===== config.mk =====
export PLATFORM = sky130hd
export DESIGN_NAME = usmsi_top
export DESIGN_NICKNAME = d
export VERILOG_FILES = /design/src/usmsi_pkg.sv /design/src/usmsi_top.sv
export SDC_FILE = /design/constraint.sdc
export NUM_CORES = 1
export LEC_CHECK = 0
export ABC_AREA = 1
export ABC_CLOCK_PERIOD_IN_PS = 1680
export BUFFER_PORTS_ARGS = -buffer_cell sky130_fd_sc_hd__clkbuf_2
export CORE_MARGIN = 8
export CORE_UTILIZATION = 40
export DETAILED_ROUTE_END_ITERATION = 6
export PLACE_DENSITY_LB_ADDON = 0.3
export SLEW_MARGIN = 20
export SYNTH_ARGS = -nofsm -noshare
export SYNTH_HDL_FRONTEND = slang
export SYNTH_SLANG_ARGS = --single-unit
export TNS_END_PERCENT = 100

===== constraint.sdc =====
create_clock -name CLK_I -period 1.68 [get_ports CLK_I]
set_input_delay 0.504 -clock CLK_I [delete_from_list [all_inputs] [get_ports CLK_I]]
set_output_delay 0.504 -clock CLK_I [all_outputs]
set_load 0.01 [all_outputs]

===== src/usmsi_pkg.sv =====
package usmsi_pkg;

  // ----------------------------------------------------------------
  // Register map
  // ----------------------------------------------------------------
  localparam int unsigned ADDR_W      = 8;
  localparam logic [7:0]  OFS_IRQ_SET  = 8'h08;
  localparam logic [7:0]  OFS_IRQ_CLR  = 8'h0C;
  localparam logic [7:0]  OFS_IRQ_MASK = 8'h10;
  localparam logic [7:0]  OFS_STATUS   = 8'h14;

  // ----------------------------------------------------------------
  // Field positions of the status and mask words
  // ----------------------------------------------------------------
  localparam int unsigned BIT_RX_RDY    = 0;
  localparam int unsigned BIT_TX_RDY    = 1;
  localparam int unsigned BIT_BREAK     = 2;
  localparam int unsigned BIT_OVERRUN   = 5;
  localparam int unsigned BIT_FRAME     = 6;
  localparam int unsigned BIT_PARITY    = 7;
  localparam int unsigned BIT_TIMEOUT   = 8;
  localparam int unsigned BIT_TX_EMPTY  = 9;
  localparam int unsigned BIT_REPEAT    = 10;
  localparam int unsigned BIT_DMA_FULL  = 12;
  localparam int unsigned BIT_NAK       = 13;
  localparam int unsigned BIT_CHG_LO    = 16;
  localparam int unsigned BIT_CHG_HI    = 19;
  localparam int unsigned BIT_LVL_LO    = 20;
  localparam int unsigned BIT_LVL_HI    = 23;
  localparam int unsigned BIT_MAN_EN    = 20;
  localparam int unsigned BIT_MAN_ALIAS = 24;
  localparam int unsigned BIT_MAN_FLAG  = 24;

  // Mask bits that exist in storage (alias folded onto its twin)
  localparam logic [31:0] MASK_VALID  = 32'h001F37E7;
  // Status bits that may raise the request line (pin levels excluded)
  localparam logic [31:0] IRQ_SOURCES = 32'h010F37E7;
  // Status bits cleared together by the error clear command
  localparam logic [31:0] ERR_BITS    = 32'h010004E4;

  localparam logic [31:0] MASK_RST    = 32'h00000000;
  localparam logic [31:0] STATUS_RST  = 32'h00000000;

  // ----------------------------------------------------------------
  // Operating modes
  // ----------------------------------------------------------------
  typedef enum logic [3:0] {
    USMSI_NORMAL     = 4'h0,
    USMSI_RS485      = 4'h1,
    USMSI_HANDSHAKE  = 4'h2,
    USMSI_MODEM      = 4'h3,
    USMSI_ISO_T0     = 4'h4,
    USMSI_ISO_T1     = 4'h6,
    USMSI_IRDA       = 4'h8,
    USMSI_SPI_MASTER = 4'hE,
    USMSI_SPI_SLAVE  = 4'hF
  } usmsi_mode_t;

  // ----------------------------------------------------------------
  // Carriers
  // ----------------------------------------------------------------
  typedef struct packed {
    logic cts;
    logic dcd;
    logic dsr;
    logic ri;
  } usmsi_modem_t;

  typedef struct packed {
    logic clear_nak_command;
    logic clear_errors_command;
    logic start_idle_timer_command;
    logic rearm_idle_timer_command;
    logic begin_break_command;
    logic tx_enable;
    logic tx_disable;
  } usmsi_cmd_t;

  typedef struct packed {
    logic nak_seen;
    logic repeat_limit_hit;
    logic slave_underrun;
    logic idle_expired;
    logic parity_fault;
    logic parity_bit_one;
    logic multidrop;
    logic stop_bit_low;
    logic overrun_fault;
    logic break_edge;
    logic manchester_fault;
    logic char_received;
    logic receive_holding_read;
    logic break_done;
    logic dma_receive_full;
    logic thr_pending;
    logic shift_busy;
  } usmsi_evt_t;

  typedef struct packed {
    logic [31:0]  mask;
    logic [31:0]  status;
    logic [31:0]  rdata;
    usmsi_modem_t sync1;
    usmsi_modem_t sync2;
    logic         tx_en;
    logic         brk_req;
    logic         timer_armed;
    logic         irq;
    usmsi_mode_t  mode;
    logic         mode_rsv;
  } usmsi_state_t;

  localparam usmsi_state_t ST_RST = '0;

endpackage


===== src/usmsi_top.sv =====
// Added by the designer: the address-and-strobe port.
`timescale 1ns/100ps
module usmsi_top
  import usmsi_pkg::*;
(
  // Clock, reset, enable
  input  wire logic                   CLK_I,
  input  wire logic                   RESET_I,
  input  wire logic                   CE_I,
  // Register port
  input  wire logic [usmsi_pkg::ADDR_W-1:0] ADDR_I,
  input  wire logic [31:0]            WDATA_I,
  input  wire logic                   WR_I,
  input  wire logic                   RD_I,
  output logic [31:0]                 RDATA_O,
  // Mode field and mode decode
  input  wire logic [3:0]             MODE_FIELD_I,
  output usmsi_pkg::usmsi_mode_t      MODE_O,
  output logic                        MODE_RESERVED_O,
  // Command strobes, status sources, modem pins
  input  wire usmsi_pkg::usmsi_cmd_t  CMD_I,
  input  wire usmsi_pkg::usmsi_evt_t  EVT_I,
  input  wire usmsi_pkg::usmsi_modem_t MODEM_I,
  input  wire logic [15:0]            IDLE_TIMEOUT_VALUE_I,
  // Interrupt request
  output logic                        IRQ_O
);
  import usmsi_pkg::*;

  usmsi_state_t st_reg;
  usmsi_state_t st_next;
  logic         set_hit;
  logic         clr_hit;
  logic         mask_rd;
  logic         stat_rd;
  logic [31:0]  wbits;
  logic [3:0]   pin_chg;
  logic         spi_slave;
  logic         err_ev10;

  // Read view of the mask: the alias position mirrors its twin
  function automatic logic [31:0] mask_view(input logic [31:0] m);
    logic [31:0] v;
    v = m & MASK_VALID;
    v[BIT_MAN_ALIAS] = m[BIT_MAN_EN];
    return v;
  endfunction

  // ----------------------------------------------------------------
  // Next state
  // ----------------------------------------------------------------
  always_comb begin
    st_next   = st_reg;
    set_hit   = WR_I && (ADDR_I == OFS_IRQ_SET);
    clr_hit   = WR_I && (ADDR_I == OFS_IRQ_CLR);
    mask_rd   = RD_I && (ADDR_I == OFS_IRQ_MASK);
    stat_rd   = RD_I && (ADDR_I == OFS_STATUS);
    spi_slave = (st_reg.mode == USMSI_SPI_SLAVE);

    // Either manchester position drives the one stored enable
    wbits = WDATA_I;
    wbits[BIT_MAN_EN] = WDATA_I[BIT_MAN_EN] | WDATA_I[BIT_MAN_ALIAS];
    wbits = wbits & MASK_VALID;
    if (set_hit) begin
      st_next.mask = st_reg.mask | wbits;
    end
    if (clr_hit) begin
      st_next.mask = st_reg.mask & ~wbits;
    end

    // Mode decode; reserved codes pass through but are flagged
    st_next.mode = usmsi_mode_t'(MODE_FIELD_I);
    case (MODE_FIELD_I)
      4'h0, 4'h1, 4'h2, 4'h3, 4'h4, 4'h6, 4'h8, 4'hE, 4'hF: begin
        st_next.mode_rsv = 1'b0;
      end
      default: begin
        st_next.mode_rsv = 1'b1;
      end
    endcase

    // Modem pins: two-stage synchroniser, then compare with shown level
    st_next.sync1 = MODEM_I;
    st_next.sync2 = st_reg.sync1;
    pin_chg = st_reg.sync2 ^ st_reg.status[BIT_LVL_HI:BIT_LVL_LO];
    st_next.status[BIT_LVL_HI:BIT_LVL_LO] = st_reg.sync2;
    if (stat_rd) begin
      st_next.status[BIT_CHG_HI:BIT_CHG_LO] = 4'h0;
    end
    // A change in the reading cycle survives the clear
    st_next.status[BIT_CHG_HI:BIT_CHG_LO] =
      st_next.status[BIT_CHG_HI:BIT_CHG_LO] | pin_chg;

    // Negative acknowledge
    if (CMD_I.clear_nak_command) begin
      st_next.status[BIT_NAK] = 1'b0;
    end
    if (EVT_I.nak_seen) begin
      st_next.status[BIT_NAK] = 1'b1;
    end

    st_next.status[BIT_DMA_FULL] = EVT_I.dma_receive_full;

    // Error group: clear first, then any new event sets again
    if (CMD_I.clear_errors_command) begin
      st_next.status = st_next.status & ~ERR_BITS;
    end
    err_ev10 = spi_slave ? EVT_I.slave_underrun : EVT_I.repeat_limit_hit;
    if (err_ev10) begin
      st_next.status[BIT_REPEAT] = 1'b1;
    end
    if (EVT_I.parity_fault || (EVT_I.multidrop && EVT_I.parity_bit_one)) begin
      st_next.status[BIT_PARITY] = 1'b1;
    end
    if (EVT_I.stop_bit_low) begin
      st_next.status[BIT_FRAME] = 1'b1;
    end
    if (EVT_I.overrun_fault) begin
      st_next.status[BIT_OVERRUN] = 1'b1;
    end
    if (EVT_I.break_edge) begin
      st_next.status[BIT_BREAK] = 1'b1;
    end
    if (EVT_I.manchester_fault) begin
      st_next.status[BIT_MAN_FLAG] = 1'b1;
    end

    // Receive timeout: only armed timers with a non-zero value may latch
    if (CMD_I.start_idle_timer_command || CMD_I.rearm_idle_timer_command) begin
      st_next.timer_armed = 1'b1;
      st_next.status[BIT_TIMEOUT] = 1'b0;
    end
    if (EVT_I.idle_expired && st_reg.timer_armed && (IDLE_TIMEOUT_VALUE_I != 16'h0000)) begin
      st_next.status[BIT_TIMEOUT] = 1'b1;
    end

    // Receive ready
    if (EVT_I.receive_holding_read) begin
      st_next.status[BIT_RX_RDY] = 1'b0;
    end
    if (EVT_I.char_received) begin
      st_next.status[BIT_RX_RDY] = 1'b1;
    end

    // Transmitter: disable wins over enable, as the enable is conditional
    if (CMD_I.tx_disable) begin
      st_next.tx_en = 1'b0;
    end else if (CMD_I.tx_enable) begin
      st_next.tx_en = 1'b1;
    end
    if (CMD_I.begin_break_command) begin
      st_next.brk_req = 1'b1;
    end else if (EVT_I.break_done) begin
      st_next.brk_req = 1'b0;
    end
    // Levels, so enabling the transmitter raises them on the next edge
    st_next.status[BIT_TX_RDY] = st_next.tx_en && !EVT_I.thr_pending
                                 && !st_next.brk_req;
    st_next.status[BIT_TX_EMPTY] = st_next.status[BIT_TX_RDY]
                                   && !EVT_I.shift_busy;

    // Read data: one cycle after the strobe, zero otherwise and when unmapped
    st_next.rdata = 32'h00000000;
    if (mask_rd) begin
      st_next.rdata = mask_view(st_reg.mask);
    end
    if (stat_rd) begin
      st_next.rdata = st_reg.status;
    end

    // Taken from the next state so the line agrees with the registers
    st_next.irq = |(st_next.status & mask_view(st_next.mask) & IRQ_SOURCES);
  end

  // ----------------------------------------------------------------
  // State register
  // ----------------------------------------------------------------
  always_ff @(posedge CLK_I) begin
    if (RESET_I) begin
      st_reg <= ST_RST;
    end else if (CE_I) begin
      st_reg <= st_next;
    end
  end

  assign RDATA_O         = st_reg.rdata;
  assign IRQ_O           = st_reg.irq;
  assign MODE_O          = st_reg.mode;
  assign MODE_RESERVED_O = st_reg.mode_rsv;
endmodule


Word-level counts from Yosys, hierarchy flattened --
Memory sizes are Yosys's and may differ from the RTL's. A register that Yosys moved wholly into a read port is not among the register bits. Cells that the tools add are included. W data, S select, Z words.
Word-level totals: word-level logic and storage cells 73, bits of input ports 93, memories kept 1, bits in registers 112, memory bits (read-only) 16
Memory list:
- (no name shown) | depth 16, width 1, read ports 1, clocked after Yosys merged registers in 1, write ports 0, RTL line usmsi_top.sv:73 | case (MODE_FIELD_I)
Cells by class: bitwise operators 7, muxes and demuxes 23, eq/ne operators 5, reduce and logical (&&, ||, !) cells 20
Operator list (number):
- $mux W32 | 3
- $mux W25 | 2
- $and A32 B32 Y32 | 1
- $not A21 Y32 | 1
- $or A32 B21 Y32 | 1
- $and A25 B25 Y25 | 1
- $mux W1 | 17
- $eq A8 B4 Y1 const B | 2
- $eq A8 B5 Y1 const B | 2
- $reduce_bool A16 Y1 | 1
- $reduce_or A16 Y1 | 1
- $logic_and A1 B1 Y1 | 10
- $eq A4 B4 Y1 const B | 1
- $mux W4 | 1
- $or A4 B4 Y4 | 1
- $reduce_and A2 Y1 | 2
- $xor A4 B4 Y4 | 1
- $logic_not A1 Y1 | 3
- $logic_or A1 B1 Y1 | 2
- $reduce_bool A2 Y1 | 1
- $or A1 B1 Y1 | 1

Longest topological paths before layout --
depth in word-level cells 9, gate-level depth with buffers 13

Least setup slack after synthesis --
OpenSTA, ideal clock, no wires.
kind input to register, from input ADDR_I[0] in the netlist's numbering, to register st_reg, in the netlist IRQ_O, stages 12, required time 1.563 ns, path slack 0.091 ns, arrival time 1.472 ns, path buffers 0, cell sequence inv_1 nand2_2 nor3_4 nand2_4 clkinv_4 nand2_1 nand3_1 nand2_1 nor2_1 nand2_1 nor2_1 nor2_1
Between the ends: longest elaborated chain between the ends 7
RTL lines:
- start: declaration | RTL line usmsi_top.sv:11 | input wire logic [usmsi_pkg::ADDR_W-1:0] ADDR_I,
- $eq A8 B5 Y1 | RTL line usmsi_top.sv:57 | stat_rd = RD_I && (ADDR_I == OFS_STATUS);
- $logic_and A1 B1 Y1 | RTL line usmsi_top.sv:57
- $mux W4 | RTL line usmsi_top.sv:87 | if (stat_rd) begin
- $or A4 B4 Y4 | RTL line usmsi_top.sv:92 | st_next.status[BIT_CHG_HI:BIT_CHG_LO] | pin_chg;
- $mux W25 | RTL line usmsi_top.sv:105 | if (CMD_I.clear_errors_command) begin
- $and A25 B25 Y25 * | RTL line usmsi_top.sv:172 | st_next.irq = |(st_next.status & mask_view(st_next.mask) & IRQ_SOURCES);
- $reduce_or A16 Y1 * | RTL line usmsi_top.sv:172
- end signal: assignment | RTL line usmsi_top.sv:182 | st_reg <= st_next;
- end: declaration | RTL line usmsi_top.sv:30 | usmsi_state_t st_reg;
Mark *: on every way between the ends. The rest lies on a longest branch, timed or not. The select of a mux whose other input is x is not followed. A chain may end at the register's enable or synchronous reset.

Worst setup path in the final report --
from input ADDR_I[2] in the netlist's numbering, to register st_reg, in the netlist IRQ_O
Same word-level chain as after synthesis.

==> impl_metrics.csv <==
group,metric,value,unit
routing,postRouteWirelength,10.4,mm
routing,via_per_inst,4.86,
timing,max_freq,667,MHz
clock_tree,post_cts_resize_count,0,
clock_tree,clock_latency,360,ps
clock_tree,post_cts_hold_buffer_count,0,
setup_path,worst_path_most_repeated_cell,"nor2_1",
timing,report.final.setup_viol,0,
setup_path,critical_path_peak_fanout,9,
placement,post-place-ws,-183,ps
setup_path,critical_path.top_delay_family,"simple AND/OR/NAND/NOR gates",
floorplan,die_area,13000,um2
yosys,post_synth_fa_ha_maj_area_fraction,0,%
global_route,first_global_vias,3515,
placement,dp_hpwl,7.88,mm
floorplan,initial_core_utilization,41.3,%
routing,sum_of_met3_wire_segment_lengths_after_detailed_routing,722,um
setup_path,path_cells,"clkbuf_2, inv_2, nand3_1, nor2_4, buf_4, nand3_1, nand2_1, nand2_1, nor2_1, nor2_1, nand3_1, nor2_1, nor2_1",
routing,drt_first_iter_violations,279,
yosys,share_of_the_yosys_chip_area_belonging_to_registers,38.1,%
setup_path,critical_path_endpoint_category,"flop",
pwr,power.switching_fraction,26.3,%
yosys,synthXorXnorAreaFrac,0.914,%
yosys,synth_compound_gate_area_share,22.8,%
timing,setup_ws,180,ps
timing,rsz0062_at_grt,"no",
placement,dpl-instance-area,4420,um2
setup_path,slowest_delay,250,ps
yosys,synth_area,3830,um2
global_route,pin_count_of_the_biggest_net_entering_global_routing,40,
global_route,grt_util_all_layers,16.1,%
pwr,static-leakage-power,2.32,nW
clock_tree,tritoncts_sink_count,73,
worst_hold_path,timing.hold.worst.class,"input port to flop",
setup_path,timing.critical_path.buf_inv,3,
yosys,syn-instance-count,538,
clock_tree,cts_root_buffer,"clkbuf_8",
global_route,grt_pass1_wl,16.9,mm
routing,drc,0,
placement,place_congestion,0.806,
yosys,post_synth.cell_area_avg,7.12,um2
clock_tree,cts_buffers,9,
job,number_of_maximum_capacitance_violations,0,
clock_tree,cts_tree,"yes",
pwr,final_total_pwr,0.00417,W
timing,final.setup_skew,5.83,ps
setup_path,path_class,"input port to flop",
cells_and_area,drive_gt1_share,25.1,%
timing,finalHoldViolations,0,
routing,number_of_vias_after_detailed_routing,3711,
floorplan,floorplan.die.height,114,um
yosys,synth_mux_area_share,0,%
routing,antenna_violating_nets_post_route,0,
timing,min_period,1500,ps
pwr,power.ir.vdd_worst,0.471,mV
status,run_status,"finished clean",
yosys,yosysUniqueCellTypes,29,
yosys,dominant_combinational_cell_family_by_area_after_synthesis,"compound AO/OA/AOI/OAI gates",
timing,layout_worst_path_cycle_share,89.3,%
setup_path,critPathSlowestCell,"nor2_4",
setup_path,worst-endpoint-required,1980,ps
cells_and_area,areaGrowthSynthToFinish,21.7,%
setup_path,cp_data_arrival_time,1800,ps
yosys,synth.yosys.warnings,0,
pwr,internal_power,0.00308,W
yosys,yosys_register_bits,73,
pwr,share_comb_of_total_power,14.4,%
routing,post_drt_wl_per_cell,13.7,um
clock_tree,cts_max_level,3,
cells_and_area,area_used_by_multi_input_combinational_logic,1700,um2
routing,top_layer_used,"met4",
pwr,switchingPower,0.00110,W
placement,io_buffer_count,103,
cells_and_area,numnets_final,722,
clock_tree,cts-root-to-sink-buffers,2,
cells_and_area,largest_reg_flops,43,
routing,drtPass1Iterations,5,
floorplan,num_ports,131,
floorplan,row_count,35,
clock_tree,clkSlewWorstSetupHoldPaths,80,ps
global_route,grt_remaining_overflow,0,
floorplan,placeableCoreArea,9280,um2
setup_path,startpoint_type,"input port",
global_route,grt_antenna_before_repair,0,
routing,wl_met1,4.64,mm
pwr,power_density_cells,895,nW/um2
cells_and_area,area_taken_by_flip_flops_and_latches,1460,um2
timing,final-max-slew-violation-count,0,
floorplan,chipWidth,114,um
cells_and_area,antenna_cells_inserted,0,
pwr,clkPwrFrac,40.4,%
yosys,area_share_of_and_or_nand_nor_cells_after_synthesis,19.6,%
pwr,seqPwrFrac,45.3,%
timing,worst_hold_slack,369,ps
routing,wire_length_on_met2,4.84,mm
cells_and_area,non_filler_cell_area_final,4660,um2
cells_and_area,fillerInstances,959,
clock_tree,cts_post_setup_buffers_inserted,0,
worst reg2reg max path, stage by stage, from the launching register on:
cell and delay (ps):
dfxtp_1 360, nand2_1 90, o21ai_0 210, o211ai_1 150, nand3_1 120, nand2_1 60
nor2_1 110, nand3_1 90, nor2_1 100, nor2_1 40
cell usage after synthesis, drive strengths merged:
master | instances | area share (%)
inv | 79 | 7.7
dfxtp | 73 | 38
nand2 | 70 | 7.2
nor2 | 62 | 6.7
buf | 48 | 8.9
a21oi | 44 | 5.7
o21ai | 44 | 5.7
nand3 | 37 | 4.8
o211ai | 18 | 3.5
clkbuf | 16 | 1.6
a211oi | 15 | 2.9
o221ai | 14 | 3.2
o21bai | 6 | 1.2
xnor2 | 4 | 0.91
nor3 | 3 | 0.69
a32oi | 1 | 0.23
clkinv | 1 | 0.23
conb | 1 | 0.098
nand3b | 1 | 0.20
o311ai | 1 | 0.23
cell type report:
class,instances,share of cell area (%)
Multi-Input combinational cell,332,36.5
Sequential cell,73,31.3
Timing Repair Buffer,133,17.0
Inverter,80,6.55
Tap cell,129,3.46
Clock buffer,9,2.66
Clock inverter,7,2.52
power by group through the flow:
stage / registers (W) / clock network (W) / logic, W
floorplan: 0.00192 / 0 / 0.000419
global placement: 0.00193 / 0 / 0.000585
detailed placement: 0.00193 / 0 / 0.000597
CTS: 0.00189 / 0.00172 / 0.000601
global route: 0.00190 / 0.00179 / 0.000679
finish: 0.00189 / 0.00169 / 0.000600
layout by cell type (no fill, tap or decap), types with 3 or more instances in the layout:
master / instances
nor2_4: 3
a21oi_1: 44
bufinv_16: 3
o21ai_0: 43
nand3_1: 37
nor2_1: 59
buf_4: 26
o21bai_1: 6
o221ai_1: 14
conb_1: 12
o211ai_1: 18
buf_12: 4
dfxtp_1: 73
nand2_1: 67
clkbuf_2: 103
inv_1: 77
xnor2_1: 4
clkbuf_8: 9
a211oi_1: 15
cell families after synthesis:
family / Yosys count
AND/OR/NAND/NOR: 173
AO/OA/AOI/OAI: 143
XOR/XNOR: 4
buffers and inverters: 144
flip-flops: 73
other: 1
metal layers:
layer,GRT usage [%],up-vias
met3,4.33,15
met4,5.50,0
met5,0,-
met2,26.7,105
met1,19.7,1682
li1,-,1909
final timing paths:
path | from | end | slack, ps | depth (start not counted)
min reg2reg | st_reg[61] | st_reg[61] | 470 | 2
max reg2reg | MODE_O[3] | IRQ_O | 260 | 9
min | MODEM_I[1] | st_next[10] | 370 | 3
max | ADDR_I[2] | IRQ_O | 180 | 13
metrics by stage:
step | utilization (%) | TNS [ps] | instances
floorplan | - | 0 | 549
global placement | 47.6 | -1820 | 747
detailed placement | 47.6 | -1990 | 747
CTS | 50.2 | 0 | 763
global route | 50.2 | 0 | 763
finish | 50.2 | 0 | 763
Note: power is estimated with default switching activity, not from simulation.
